--- src/lin_hdr_pkg.sv ---
package lin_hdr_pkg;

    // Register byte offsets on the APB bus
    localparam logic [7:0] CTRL_OFFSET   = 8'h00;
    localparam logic [7:0] STATUS_OFFSET = 8'h04;
    localparam logic [7:0] BRKLEN_OFFSET = 8'h08;
    localparam logic [7:0] MEAS_OFFSET   = 8'h0C;
    localparam logic [7:0] RATE_OFFSET   = 8'h10;
    localparam logic [7:0] TPER_OFFSET   = 8'h14;

    // Control register fields
    localparam int ARM_BIT       = 0;
    localparam int BRK_IE_BIT    = 1;
    localparam int SYNC_IE_BIT   = 2;
    localparam int SYNC_UART_BIT = 3;

    // Status register fields
    localparam int BRK_FLAG_BIT  = 0;
    localparam int SYNC_FLAG_BIT = 1;
    localparam int BUSY_BIT      = 2;
    localparam int ID_PEND_BIT   = 3;
    localparam int RESP_BIT      = 4;

    // Reset values and counts
    localparam logic [15:0] BRKLEN_RESET  = 16'h0100;
    localparam logic [3:0]  SYNC_EDGES    = 4'h8;
    localparam logic [3:0]  SYNC_BITS     = 4'h8;
    localparam int          MEAS_W        = 20;

    typedef enum logic [2:0] {
        ST_IDLE,
        ST_BREAK,
        ST_BRK_END,
        ST_SYNC,
        ST_CALC,
        ST_ID,
        ST_RESP
    } hdr_state_type;

endpackage : lin_hdr_pkg

--- src/lin_slave_header_receiver.sv ---
// Operation
// - Writing one to the arm bit enables break detection on receive line.
// - Low longer than programmed timer interval is a break; set break flag.
// - Break with break interrupt enable set raises the header interrupt.
// - After a break, go on to measure the sync field.
// - Sync field carries byte 0x55, sent by master, received here.
// - Time the span from start bit through data bit six.
// - A control bit passes the sync byte to the UART or withholds it.
// - End of sync measurement sets the sync-done flag.
// - Sync done with sync interrupt enable set raises the header interrupt.
// - Compute bit rate from the count and load it into the UART.
// - Also rewrite the timer prescaler and period with updated values.
// - After rate setup, receive the identifier through the UART.
// - After the identifier, continue with the response field exchange.
//
// Added by the designer: register access over APB and the placing of the registers.
`timescale 1ns/100ps
module lin_slave_header_receiver
    import lin_hdr_pkg::*;
#(
    parameter int MW = lin_hdr_pkg::MEAS_W
) (
    // Clock and reset
    input  wire logic                 clk,
    input  wire logic                 rstn,
    // APB slave
    input  wire logic                 psel,
    input  wire logic                 penable,
    input  wire logic                 pwrite,
    input  wire logic [7:0]           paddr,
    input  wire logic [31:0]          pwdata,
    output logic                      pready,
    output logic [31:0]               prdata,
    output logic                      pslverr,
    // LIN receive line and UART side
    input  wire logic                 lin_rxd,
    output logic                      uart_rxd,
    output logic                      uart_rate_load,
    output logic [MW-1:0]             uart_rate,
    input  wire logic                 uart_byte_valid,
    // Timer update and interrupt
    output logic [7:0]                measure_timer_prescaler,
    output logic [15:0]               measure_timer_period,
    output logic                      header_interrupt
);
    import lin_hdr_pkg::*;

    hdr_state_type     state_r, state_nxt;
    logic [3:0]        ctrl_r;
    logic              brk_flag_r, sync_flag_r;
    logic [15:0]       brklen_r;
    logic [MW-1:0]     cnt_r, meas_r;
    logic [3:0]        edge_r;
    logic              rxd_d_r;
    logic [31:0]       prdata_nxt;

    // Bus decode
    wire wr_en    = psel & penable & pwrite;
    wire rd_en    = psel & penable & ~pwrite;
    wire hit_ctrl = paddr == CTRL_OFFSET;
    wire hit_stat = paddr == STATUS_OFFSET;
    wire hit_blen = paddr == BRKLEN_OFFSET;
    wire hit_meas = paddr == MEAS_OFFSET;
    wire hit_rate = paddr == RATE_OFFSET;
    wire hit_tper = paddr == TPER_OFFSET;
    wire mapped   = hit_ctrl | hit_stat | hit_blen | hit_meas | hit_rate | hit_tper;
    wire arm_wr   = wr_en & hit_ctrl & pwdata[ARM_BIT];
    // Writes act at the answer edge only, so no half-taken write is seen
    wire wr_take  = wr_en & pready;
    wire arm_take = arm_wr & pready;

    // State decode, shared by the counters and the read mux
    wire in_idle    = state_r == ST_IDLE;
    wire in_break   = state_r == ST_BREAK;
    wire in_brk_end = state_r == ST_BRK_END;
    wire in_sync_st = state_r == ST_SYNC;
    wire in_calc    = state_r == ST_CALC;
    wire in_id      = state_r == ST_ID;
    wire in_resp    = state_r == ST_RESP;

    // Line events; the history flop idles high so reset gives no false edge
    wire fall_edge = rxd_d_r & ~lin_rxd;
    wire rise_edge = ~rxd_d_r & lin_rxd;
    wire any_edge  = fall_edge | rise_edge;

    // Break threshold in clock cycles, widened to the counter
    wire [MW-1:0] brk_limit = {{(MW-16){1'b0}}, brklen_r};
    // A high sample restarts the low count, so short dips never add up
    wire brk_hit  = in_break & ~lin_rxd & (cnt_r > brk_limit);
    // First fall after the delimiter is the start bit of the sync byte
    wire sync_go  = in_brk_end & fall_edge;
    // Start bit through bit 6 of 0x55 ends on the 8th edge after the start fall
    wire sync_end = in_sync_st & any_edge & (edge_r == SYNC_EDGES - 4'h1);

    // Flag clears by writing one; they act at the answer edge only
    wire brk_clr  = wr_take & hit_stat & pwdata[BRK_FLAG_BIT];
    wire sync_clr = wr_take & hit_stat & pwdata[SYNC_FLAG_BIT];

    // Eight bit cells measured, start bit through bit 6
    // Truncation loses under one clock per bit; slow links lose least
    wire [MW-1:0] bit_time = meas_r / MW'(SYNC_BITS);

    // Counter: low time in break search, clock cycles in the sync byte
    // Arming clears it, so a count left from the last frame is no break
    wire [MW-1:0] cnt_inc = cnt_r + MW'(1);
    wire [MW-1:0] cnt_nxt = arm_take   ? {MW{1'b0}} :
                            in_break   ? (lin_rxd ? {MW{1'b0}} : cnt_inc) :
                            sync_go    ? MW'(1) :
                            in_sync_st ? cnt_inc : cnt_r;

    // Edge counter restarts at the start fall and counts every edge while in the sync state
    wire [3:0] edge_inc = edge_r + 4'h1;
    wire [3:0] edge_nxt = sync_go                 ? 4'h0 :
                          (in_sync_st & any_edge) ? edge_inc : edge_r;

    // Captured sync span, kept for software and the rate divide
    wire [MW-1:0] meas_nxt = sync_end ? cnt_r : meas_r;

    // Tail of the sync byte: bit 7 is still low when the measurement ends
    // Without it a withheld byte would hand bit 7 to the UART as a start bit
    logic tail_r;
    wire  tail_nxt = sync_end | (tail_r & ~rise_edge);

    // Withholding keeps the UART line idle high from break end to the stop bit
    wire withhold     = ~ctrl_r[SYNC_UART_BIT] & (in_brk_end | in_sync_st | tail_r);
    wire uart_rxd_nxt = withhold | lin_rxd;

    // Timer rewrite: prescaler takes bits 15:8, period the low 16 bits
    // A bit time of 64K clocks or more does not fit the period field
    wire [7:0]  prescaler_nxt = bit_time[15:8];
    wire [15:0] period_nxt    = bit_time[15:0];

    // Either enabled flag drives the shared interrupt line
    wire irq_brk  = brk_flag_r & ctrl_r[BRK_IE_BIT];
    wire irq_sync = sync_flag_r & ctrl_r[SYNC_IE_BIT];
    wire irq_nxt  = irq_brk | irq_sync;

    // Status word built from the field positions
    logic [31:0] status_word;
    always_comb begin
        status_word                = 32'h0000_0000;
        status_word[BRK_FLAG_BIT]  = brk_flag_r;
        status_word[SYNC_FLAG_BIT] = sync_flag_r;
        status_word[BUSY_BIT]      = ~in_idle;
        status_word[ID_PEND_BIT]   = in_id;
        status_word[RESP_BIT]      = in_resp;
    end

    // Next state; a new arm restarts the search from any state
    always_comb begin
        state_nxt = state_r;
        unique case (state_r)
            ST_IDLE:    state_nxt = ST_IDLE;
            ST_BREAK:   if (brk_hit) state_nxt = ST_BRK_END;
            ST_BRK_END: if (sync_go) state_nxt = ST_SYNC;
            ST_SYNC:    if (sync_end) state_nxt = ST_CALC;
            ST_CALC:    state_nxt = ST_ID;
            ST_ID:      if (uart_byte_valid) state_nxt = ST_RESP;
            ST_RESP:    state_nxt = ST_RESP;
        endcase
        if (arm_take) state_nxt = ST_BREAK;
    end

    // Read mux; unmapped addresses read zero
    always_comb begin
        prdata_nxt = 32'h0000_0000;
        if (hit_ctrl) prdata_nxt[3:0] = ctrl_r;
        if (hit_stat) prdata_nxt = status_word;
        if (hit_blen) prdata_nxt[15:0] = brklen_r;
        if (hit_meas) prdata_nxt[MW-1:0] = meas_r;
        if (hit_rate) prdata_nxt[MW-1:0] = uart_rate;
        if (hit_tper) prdata_nxt[23:0] = {measure_timer_prescaler, measure_timer_period};
    end

    // APB answer: one wait state so read data comes from a flop
    // Costs a cycle per access but keeps the read path short
    always_ff @(posedge clk or negedge rstn) begin
        if (!rstn) begin
            pready  <= 1'b0;
            prdata  <= 32'h0000_0000;
            pslverr <= 1'b0;
        end else begin
            pready  <= psel & penable & ~pready;
            prdata  <= rd_en ? prdata_nxt : 32'h0000_0000;
            pslverr <= psel & penable & ~pready & ~mapped;
        end
    end

    // Software registers; write lands at the cycle pready is high
    always_ff @(posedge clk or negedge rstn) begin
        if (!rstn) begin
            ctrl_r   <= 4'h0;
            brklen_r <= BRKLEN_RESET;
        end else if (wr_take) begin
            if (hit_ctrl) ctrl_r <= {pwdata[3:1], 1'b0}; // arm reads back as zero
            if (hit_blen) brklen_r <= pwdata[15:0];
        end
    end

    // Sticky flags, set beats clear
    // A clear in the cycle of a new event leaves the flag set, so none is lost
    always_ff @(posedge clk or negedge rstn) begin
        if (!rstn) begin
            brk_flag_r  <= 1'b0;
            sync_flag_r <= 1'b0;
        end else begin
            brk_flag_r  <= brk_hit | (brk_flag_r & ~brk_clr);
            sync_flag_r <= sync_end | (sync_flag_r & ~sync_clr);
        end
    end

    // State register
    always_ff @(posedge clk or negedge rstn) begin
        if (!rstn) begin
            state_r <= ST_IDLE;
        end else begin
            state_r <= state_nxt;
        end
    end

    // Line history, idle high like the line itself
    always_ff @(posedge clk or negedge rstn) begin
        if (!rstn) begin
            rxd_d_r <= 1'b1;
        end else begin
            rxd_d_r <= lin_rxd;
        end
    end

    // Low time and span counter
    always_ff @(posedge clk or negedge rstn) begin
        if (!rstn) begin
            cnt_r <= '0;
        end else begin
            cnt_r <= cnt_nxt;
        end
    end

    // Sync edge counter
    always_ff @(posedge clk or negedge rstn) begin
        if (!rstn) begin
            edge_r <= 4'h0;
        end else begin
            edge_r <= edge_nxt;
        end
    end

    // Captured sync span
    always_ff @(posedge clk or negedge rstn) begin
        if (!rstn) begin
            meas_r <= '0;
        end else begin
            meas_r <= meas_nxt;
        end
    end

    // Sync byte tail, open from the last measured edge to the stop bit
    always_ff @(posedge clk or negedge rstn) begin
        if (!rstn) begin
            tail_r <= 1'b0;
        end else begin
            tail_r <= tail_nxt;
        end
    end

    // UART receive line copy
    always_ff @(posedge clk or negedge rstn) begin
        if (!rstn) begin
            uart_rxd <= 1'b1;
        end else begin
            uart_rxd <= uart_rxd_nxt;
        end
    end

    // Rate load pulse, rate and timer rewrite
    always_ff @(posedge clk or negedge rstn) begin
        if (!rstn) begin
            uart_rate_load          <= 1'b0;
            uart_rate               <= '0;
            measure_timer_prescaler <= 8'h00;
            measure_timer_period    <= 16'h0000;
        end else begin
            uart_rate_load <= in_calc;
            if (in_calc) begin
                uart_rate               <= bit_time;
                measure_timer_prescaler <= prescaler_nxt;
                measure_timer_period    <= period_nxt;
            end
        end
    end

    // Shared header interrupt, one cycle behind the flags
    always_ff @(posedge clk or negedge rstn) begin
        if (!rstn) begin
            header_interrupt <= 1'b0;
        end else begin
            header_interrupt <= irq_nxt;
        end
    end

endmodule : lin_slave_header_receiver

--- config.mk ---
export PLATFORM = sky130hd
export DESIGN_NAME = lin_slave_header_receiver
export DESIGN_NICKNAME = d
export VERILOG_FILES = /design/src/lin_hdr_pkg.sv /design/src/lin_slave_header_receiver.sv
export SDC_FILE = /design/constraint.sdc
export NUM_CORES = 1
export LEC_CHECK = 0
export BUFFER_PORTS_ARGS = -buffer_cell sky130_fd_sc_hd__buf_4
export CORE_ASPECT_RATIO = 1.1
export CORE_UTILIZATION = 50
export CTS_CLUSTER_DIAMETER = 30
export DETAILED_ROUTE_END_ITERATION = 8
export GPL_TIMING_DRIVEN = 0
export PLACE_DENSITY = 0.73
export SYNTH_ARGS = -nofsm -noshare
export SYNTH_HDL_FRONTEND = slang
export SYNTH_SLANG_ARGS = --single-unit
--- constraint.sdc ---
create_clock -name clk -period 3 [get_ports clk]
set_input_delay 0.3 -clock clk [delete_from_list [all_inputs] [get_ports clk]]
set_output_delay 0.3 -clock clk [all_outputs]
set_load 0.01 [all_outputs]
# Word-level counts from Yosys, hierarchy flattened

Cells that the tools add are included.

Register bits after elaboration: 148
Word-level logic and storage cells: 113
Input bits: 47

Mux-type cells: 20
Reductions and logical operators: 7
Equal/unequal tests: 16
Bitwise logic cells: 48
Add/subtract/negate cells: 2
Order comparisons: 1

Operator list:

| cell                                                             | number |
|---|---|
| 20-bit two-way mux                                               | 7 |
| 32-bit two-way mux                                               | 1 |
| 1-bit bitwise AND                                                | 25 |
| 24-bit two-way mux                                               | 1 |
| 3-bit case mux with 7 select lines                               | 1 |
| 20-bit by 1-bit adder with 20-bit output (second input constant) | 1 |
| 20-bit by 16-bit > comparator with 1-bit output                  | 1 |
| 8-bit by 4-bit == test with 1-bit output (second input constant) | 2 |
| 8-bit by 5-bit == test with 1-bit output (second input constant) | 2 |
| 16-bit two-way mux                                               | 1 |
| 3-bit two-way mux                                                | 5 |
| 1-bit bitwise OR                                                 | 13 |
| 4-bit two-way mux                                                | 3 |
| 1-bit NOT                                                        | 10 |
| 3-bit == test (second input constant)                            | 3 |
| 3-bit by 2-bit != test with 1-bit output (second input constant) | 3 |
| 8-bit by 3-bit == test with 1-bit output (second input constant) | 1 |
| 8-bit logical NOT                                                | 1 |
| 3-bit by 2-bit == test with 1-bit output (second input constant) | 2 |
| 5-bit two-way mux                                                | 1 |
| 4-bit by 1-bit adder with 4-bit output (second input constant)   | 1 |
| 4-bit by 3-bit == test with 1-bit output (second input constant) | 1 |
| 2-bit AND reduction                                              | 2 |
| 4-bit AND reduction                                              | 1 |
| 5 further kinds                                                  | 5 |

# Logic depth before layout (Yosys ltp)

Gate-level depths: netlist of run 1.

Depth in word-level cells: 8
Depth in mapped cells: 10
Mapped depth without buffers: 8

# Worst setup path after synthesis of run 1

OpenSTA, ideal clock, no wires.

Path kind: flip-flop to flip-flop
Start point: register cnt_r[16]
End point: register state_r[0]
Setup time: 0.079 ns
Arrival time: 2.134 ns
Stages on the path, launching flop included: 7
Slack: 0.786 ns
Cells stage by stage: dfrtp_1 > or4_1 > or2_2 > a2111oi_0 > a21o_1 > a21o_1 > mux2i_1

Word-level cells in the longest chain between the ends: 4

RTL lines:

| item                                                      | line                             | RTL |
|---|---|---|
| start: declaration                                        | lin_slave_header_receiver.sv:52  | `logic [MW-1:0] cnt_r, meas_r;` |
| start signal: assignment                                  | lin_slave_header_receiver.sv:235 | `cnt_r <= cnt_nxt;` |
| 20-bit by 16-bit > comparator with 1-bit output           | lin_slave_header_receiver.sv:89  | `wire brk_hit = in_break & ~lin_rxd & (cnt_r > brk_limit);` |
| 1-bit bitwise AND                                         | lin_slave_header_receiver.sv:89  |  |
| 3-bit by 2-bit != test with 1-bit output (no source line) | -                                |  |
| 4-bit AND reduction (no source line)                      | -                                |  |
| end signal: assignment                                    | lin_slave_header_receiver.sv:217 | `state_r <= state_nxt;` |
| end: declaration                                          | lin_slave_header_receiver.sv:48  | `hdr_state_type state_r, state_nxt;` |

No other way between the ends.
A chain may end at the register's enable or synchronous reset.

# Final worst setup path of run 1

Start point: register cnt_r[16]
End point: register state_r[1]

The elaborated chain is that of the path after synthesis.

==> impl_results.md, run 1 <==
- Final Max Tran Viols: 0
- Final HPWL DP: 10560 um
- CTS root buf: clkbuf_16
- WS Path Type: reg -> reg
- Flop-to-flop setup slack: 0.23 ns
- Diode count: 0
- Pre-CTS WS: 0.2842 ns
- CTS Buf Count: 17
- Routability cong.: 0.8586
- Clock sink count: 116
- Fin worst setup slack: 0.2333 ns
- Status: completed
- Maximum buffer depth of the clock tree: 2
- Row Count: 40
- Sequential area share after synthesis: 0.5002
- Avg Vias per Cell: 5.514
- Initial antenna violation count: 0
- Gr ovfl total: 0
- Synth cell types: 57
- Max VDD drop: 0.3487 mV
- # Max-Cap Violations: 0
- FFs w/ async S/R, synth: 1.000
- Die area: 12060 um2
- Ports: 128
- Actual slew at the worst max-slew pin: 0.8103 ns
- Hold slack: 0.03476 ns
- Post-Route WL: 14310 um
- Vias in the first global route: 4630
- CTS tree: yes
- Unrepaired setup endpoints after global routing: false
- YS warnings: 0
- Clock Latency Late Sink: 0.41 ns
- Antenna Nets Post-Route: 0
- Final Setup Violations: 0
- Max Fanout on Critical Path: 5
- Tcrit/Tclk final: 0.9222
- Resized Gates After CTS: 0
- Largest net degree at the start of global routing: 66
- Routed WL per cell: 16.94 um
- Dpl cells: 813
- Cell Count, Final, Fillers Out: 845
- Slew headroom: 0.4459
- Main synth FF type: dfrtp_1
- Leakage: 3.754 nW
- H-tree levels: 4
- Min-Delay Path Class: in -> reg
- Syn Std Cell Area: 5811 um2
- DRT iter0 DRCs: 338
- Critical path endpoint category: flip-flop
- DR pass1 iterations: 7
- P per Cell Area: 623.0 nW/um2
- Postcts setup bufs: 0
- GRT Total Usage: 0.2517
- Layout area overhead: 27.73%
- Final hold violations: 0
- Final core utilization: 0.6680
- Die span in y: 115.1 um
- I/O Buffers: 100
- DRC: 0
- CP arrival: 3.09 ns
- Worst Skew: 0.007313 ns
- First-pass GRT wire length: 23450 um
- Fmax achieved: 361.4 MHz
- Die W: 104.8 um
- Initial core utilization: 0.5230
- Setup TNS: 0 ns
- Number of synthesized flops with an enable pin: 0
- Worst-path clk slew: 0.05 ns
- Nets: 757
- CP required: 3.33 ns
- Vias: 4659
- Mapped Cells: 555
- Core area: 11110 um2
- Syn avg cell area: 10.47 um2
- Flops & latches, synth: 116
- Period minus WS final: 2.767 ns
- Layout cells sized above 1: 0.3195
- Worst setup SP type: flip-flop
worst paths after layout:
| check | to | start | cells past startpoint |
|---|---|---|---|
| worst max-delay path | state_r[1] | cnt_r[16] | 6 |
| worst min-delay path | rxd_d_r | lin_rxd | 1 |
| worst max register to register | state_r[1] | cnt_r[16] | 6 |
| worst min register to register | pready | pready | 1 |
| max in group asynchronous | brklen_r[8] | rstn | 3 |
| min in group asynchronous | edge_r[0] | rstn | 2 |
flip-flops by register name (all words and copies together) (netlist names):
name,count
rxd_d_r,1
measure_timer_period,8
measure_timer_prescaler,7
pready,1
prdata,24
state_r,3
brk_flag_r,1
meas_r,20
header_interrupt,1
tail_r,1
uart_rate_load,1
uart_rate,2
pslverr,1
sync_flag_r,1
ctrl_r,3
uart_rxd,1
edge_r,4
brklen_r,16
cnt_r,20
critical path, stage by stage, from the launching register on:
cell       delay, ns
dfrtp_1         0.43
or4_1           0.62
or2_2           0.31
a2111oi_0       0.71
a21o_1          0.23
a21o_1          0.18
mux2i_1         0.20
Yosys cell counts, types with 6 or more instances:
| cell type | number | area [um2] |
|---|---|---|
| a21o_1 | 7 | 52.55 |
| a21oi_1 | 22 | 110.1 |
| a222oi_1 | 12 | 120.1 |
| a22oi_1 | 6 | 45.04 |
| and2_1 | 6 | 37.54 |
| and3_1 | 7 | 43.79 |
| buf_4 | 35 | 262.8 |
| clkbuf_1 | 16 | 60.06 |
| dfrtp_1 | 113 | 2828 |
| ha_1 | 24 | 300.3 |
| inv_1 | 27 | 101.4 |
| mux2_2 | 40 | 450.4 |
| nand2_1 | 49 | 183.9 |
| nand3_1 | 6 | 30.03 |
| nand4_1 | 6 | 37.54 |
| nor2_1 | 54 | 202.7 |
| nor3_1 | 8 | 40.04 |
| o21ai_0 | 33 | 165.2 |
| xnor2_1 | 7 | 61.31 |
final cells by class:
| class | count | area, um2 |
|---|---|---|
| multi-input cells | 366 | 2487 |
| clock buffers | 22 | 474.2 |
| flip-flops and latches | 116 | 2907 |
| inverters | 27 | 101.3 |
| plain buffers | 56 | 352.8 |
| well taps | 147 | 183.9 |
| repair buffers | 102 | 788.3 |
| fillers | 860 | 3689 |
| clock inverters | 9 | 127.6 |
logic make-up (layout without fill, tap and decap cells):
group / count (synthesis) / in the layout / share of synthesized area
other: 1 / 11 / 0.0006454
AOI/OAI and AO/OA: 105 / 105 / 0.1202
muxes: 42 / 42 / 0.08096
and+or+nand+nor: 173 / 173 / 0.1516
buffers and inverters: 83 / 216 / 0.07816
adders and majority gates: 24 / 24 / 0.05168
xor gates and xnor gates: 11 / 11 / 0.01658
DFF: 116 / 116 / 0.5002
per-layer routing:
| metal | vias to the layer above | part of all wire | track usage |
|---|---|---|---|
| li1 | 2191 | - | - |
| met1 | 2289 | 0.43 | 0.3216 |
| met2 | 161 | 0.50 | 0.4269 |
| met3 | 18 | 0.052 | 0.05669 |
| met4 | 0 | 0.018 | 0.08545 |
| met5 | - | 0 | 0 |
metrics by stage:
stage | total power, W | instance area, um2
final | 0.004624 | 7422
after floorplan | 0.002323 | 5848
after CTS | 0.004636 | 7422
after detailed placement | 0.002596 | 6810
after global routing | 0.004837 | 7422
after global placement | 0.002554 | 6783
report_power, final:
| part | leakage [nW] | switching, W | total, W | internal (W) |
|---|---|---|---|---|
| clock network | 0.288 | 0.000677 | 0.00204 | 0.00136 |
| registers | 1.52 | 0.000101 | 0.00176 | 0.00166 |
| logic | 1.94 | 0.000502 | 0.000824 | 0.000322 |
| total | 3.75 | 0.00128 | 0.00462 | 0.00334 |
cells in the final DEF, fill, tap and decap left out, types with 4 or more instances in the layout:
cell type	netlist	layout
a21o_1	7	7
a21oi_1	22	22
a222oi_1	12	12
a22oi_1	6	6
a31oi_1	4	4
a32oi_1	4	4
and2_1	6	6
and3_1	7	7
buf_4	35	135
clkbuf_1	16	18
clkbuf_16	0	17
conb_1	1	11
dfrtp_1	113	113
ha_1	24	24
inv_1	27	27
mux2_2	40	40
nand2_1	49	49
nand2b_1	4	4
nand3_1	6	6
nand4_1	6	6
nor2_1	54	54
nor3_1	8	8
nor4_1	5	5
o21ai_0	33	33
xnor2_1	7	7
xor2_1	4	4
what timing repair did:
action | 4_1_cts | 5_1_grt
endpoints found under the setup margin | 0 | 0
hold buffers | 1 | 0
hold endpoints to repair | 50 | 0
No activity file was read; power rests on OpenSTA's default activity.
==> inputs of run 2 (changes only) <==
--- a/config.mk
+++ b/config.mk
@@ -7,11 +7,11 @@
 export LEC_CHECK = 0
 export BUFFER_PORTS_ARGS = -buffer_cell sky130_fd_sc_hd__buf_4
 export CORE_ASPECT_RATIO = 1.1
-export CORE_UTILIZATION = 50
+export CORE_UTILIZATION = 55
 export CTS_CLUSTER_DIAMETER = 30
 export DETAILED_ROUTE_END_ITERATION = 8
 export GPL_TIMING_DRIVEN = 0
-export PLACE_DENSITY = 0.73
+export PLACE_DENSITY = 0.8
 export SYNTH_ARGS = -nofsm -noshare
 export SYNTH_HDL_FRONTEND = slang
 export SYNTH_SLANG_ARGS = --single-unit
==> impl_results.md, run 2 (same netlist as run 1, synthesis figures left out) <==
- Nets: 757
- Finished Cell Area: 7435 um2
- Diode count: 0
- Failing checks: design-rule violations
- Vias in the first global route: 4767
- I/O Buffers: 100
- Avg Vias per Cell: 5.720
- Routability cong.: 0.8509
- Top flop regs: prdata: 24 flops, cnt_r: 20 flops, meas_r: 20 flops
- DRT iter0 DRCs: 428
- Gr ovfl total: 0
- CTS root buf: clkbuf_16
- Power, Total: 0.004677 W
- Die W: 100 um
- Row Count: 39
- CP arrival: 3.04 ns
- Initial core utilization: 0.5617
- Slowest stage delay, CP: 0.66 ns
- Maximum buffer depth of the clock tree: 2
- Final HPWL DP: 10200 um
- Ports: 128
- DRC: 2
- Setup TNS: 0 ns
- Status: finished, violations left
- Min-Delay Path Class: in -> reg
- Largest Register: prdata
- CP top delay family: compound AO/OA/AOI/OAI gates
- P per Cell Area: 629.0 nW/um2
- CTS tree: yes
- H-tree levels: 4
- Final Setup Violations: 0
- Most frequent cells in the layout: buf_4, dfrtp_1, nor2_1
- Pre-CTS WS: 0.3297 ns
- Leakage: 3.753 nW
- Max VDD drop: 0.3731 mV
- Period minus WS final: 2.699 ns
- Die area: 10980 um2
- Antenna Nets Post-Route: 0
- Clock sink count: 116
- DR pass1 iterations: 7
- Unrepaired setup endpoints after global routing: false
- Max reg flops: 24
- Core area: 10340 um2
- GRT Total Usage: 0.2793
- Layout cells sized above 1: 0.3233
- Final hold violations: 0
- WS Path Type: reg -> reg
- # Max-Cap Violations: 0
- CTS Buf Count: 17
- Slowest cell on crit path: a2111oi_0
- Clock Latency Late Sink: 0.42 ns
- Critical path endpoint category: flip-flop
- Actual slew at the worst max-slew pin: 0.7540 ns
- Worst-path clk slew: 0.06 ns
- Tcrit/Tclk final: 0.8998
- Max Fanout on Critical Path: 5
- Cell repeated most along the worst path: a21o_1
- Layout area overhead: 27.95%
- Commonest non-fill, non-tap cell in the layout: buf_4
- Post-Route WL: 14460 um
- Final Max Tran Viols: 0
- CP Cell Sequence: or4_1 > or2_2 > a2111oi_0 > a21o_1 > a21o_1 > mux2i_1
- Largest net degree at the start of global routing: 117
- Die span in y: 109.8 um
- Vias: 4816
- Initial antenna violation count: 0
- Routed WL per cell: 17.18 um
- Fmax achieved: 370.4 MHz
- Fin worst setup slack: 0.3005 ns
- Worst setup SP type: flip-flop
- First-pass GRT wire length: 23290 um
- Resized Gates After CTS: 0
- CP required: 3.34 ns
- Slew headroom: 0.4843
- WP buf/inv: 0
- DP Area: 6778 um2
- Worst Skew: 0.008075 ns
## run 2: cell types whose count changed in the layout (fill, tap and decap cells not counted), sizes merged
cell | previous run | this run
inv | 27 | 31
clkinvlp | 3 | 5
clkinv | 3 | 2
clkbuf | 38 | 34
## run 2: final timing paths
check | from | end | cells after the start | slack (ns)
setup / recovery | cnt_r[16] | state_r[1] | 6 | 0.30
hold / removal | lin_rxd | rxd_d_r | 1 | 0.03
setup reg to reg | cnt_r[16] | state_r[1] | 6 | 0.30
hold reg to reg | ctrl_r[3] | uart_rxd | 1 | 0.50
max in group asynchronous | rstn | uart_rxd | 3 | 1.88
min in group asynchronous | rstn | prdata[22] | 2 | 0.41
## run 2: layout make-up
type	count	area (um2)
flip-flops and latches	116	2907
plain buffers	56	352.8
well taps	143	178.9
repair buffers	102	792.0
clock buffers	18	439.2
multi-input cells	366	2487
inverters	27	101.3
clock inverters	14	176.4
fillers	733	2910
## run 2: per-stage QoR
step             util  instances  hold slack (ns)
5_1_grt        0.7187        842          0.02013
4_1_cts        0.7147        840          0.02218
6_report       0.7187        842          0.02806
3_5_place_dp   0.6552        808           0.4522
2_1_floorplan       -        565         0.004409
3_3_place_gp   0.6552        808           0.4532
## run 2: worst register-to-register path, cell delays in order (launching register included)
cell and delay, ns:
dfrtp_1 0.42, or4_1 0.62, or2_2 0.30, a2111oi_0 0.66
a21o_1 0.23, a21o_1 0.19, mux2i_1 0.20
## run 2: layer usage
layer | vias to the layer above | wire length [um] | track usage
li1 | 2194 | - | -
met1 | 2325 | 5760 | 0.3358
met2 | 255 | 7257 | 0.4719
met4 | 0 | 529 | 0.1563
met5 | - | 0 | 0
met3 | 42 | 916 | 0.05722
## run 2: timing repair
item                      4_1_cts  5_1_grt
hold buffers                    0        1
buffers inserted                0        0
hold endpoints to repair        0       53
## run 2: power by group
part	internal (W)	leakage [nW]	switching, W
Clock	0.00134	0.286	0.000749
Sequential	0.00166	1.52	0.000102
Combinational	0.000325	1.94	0.000505
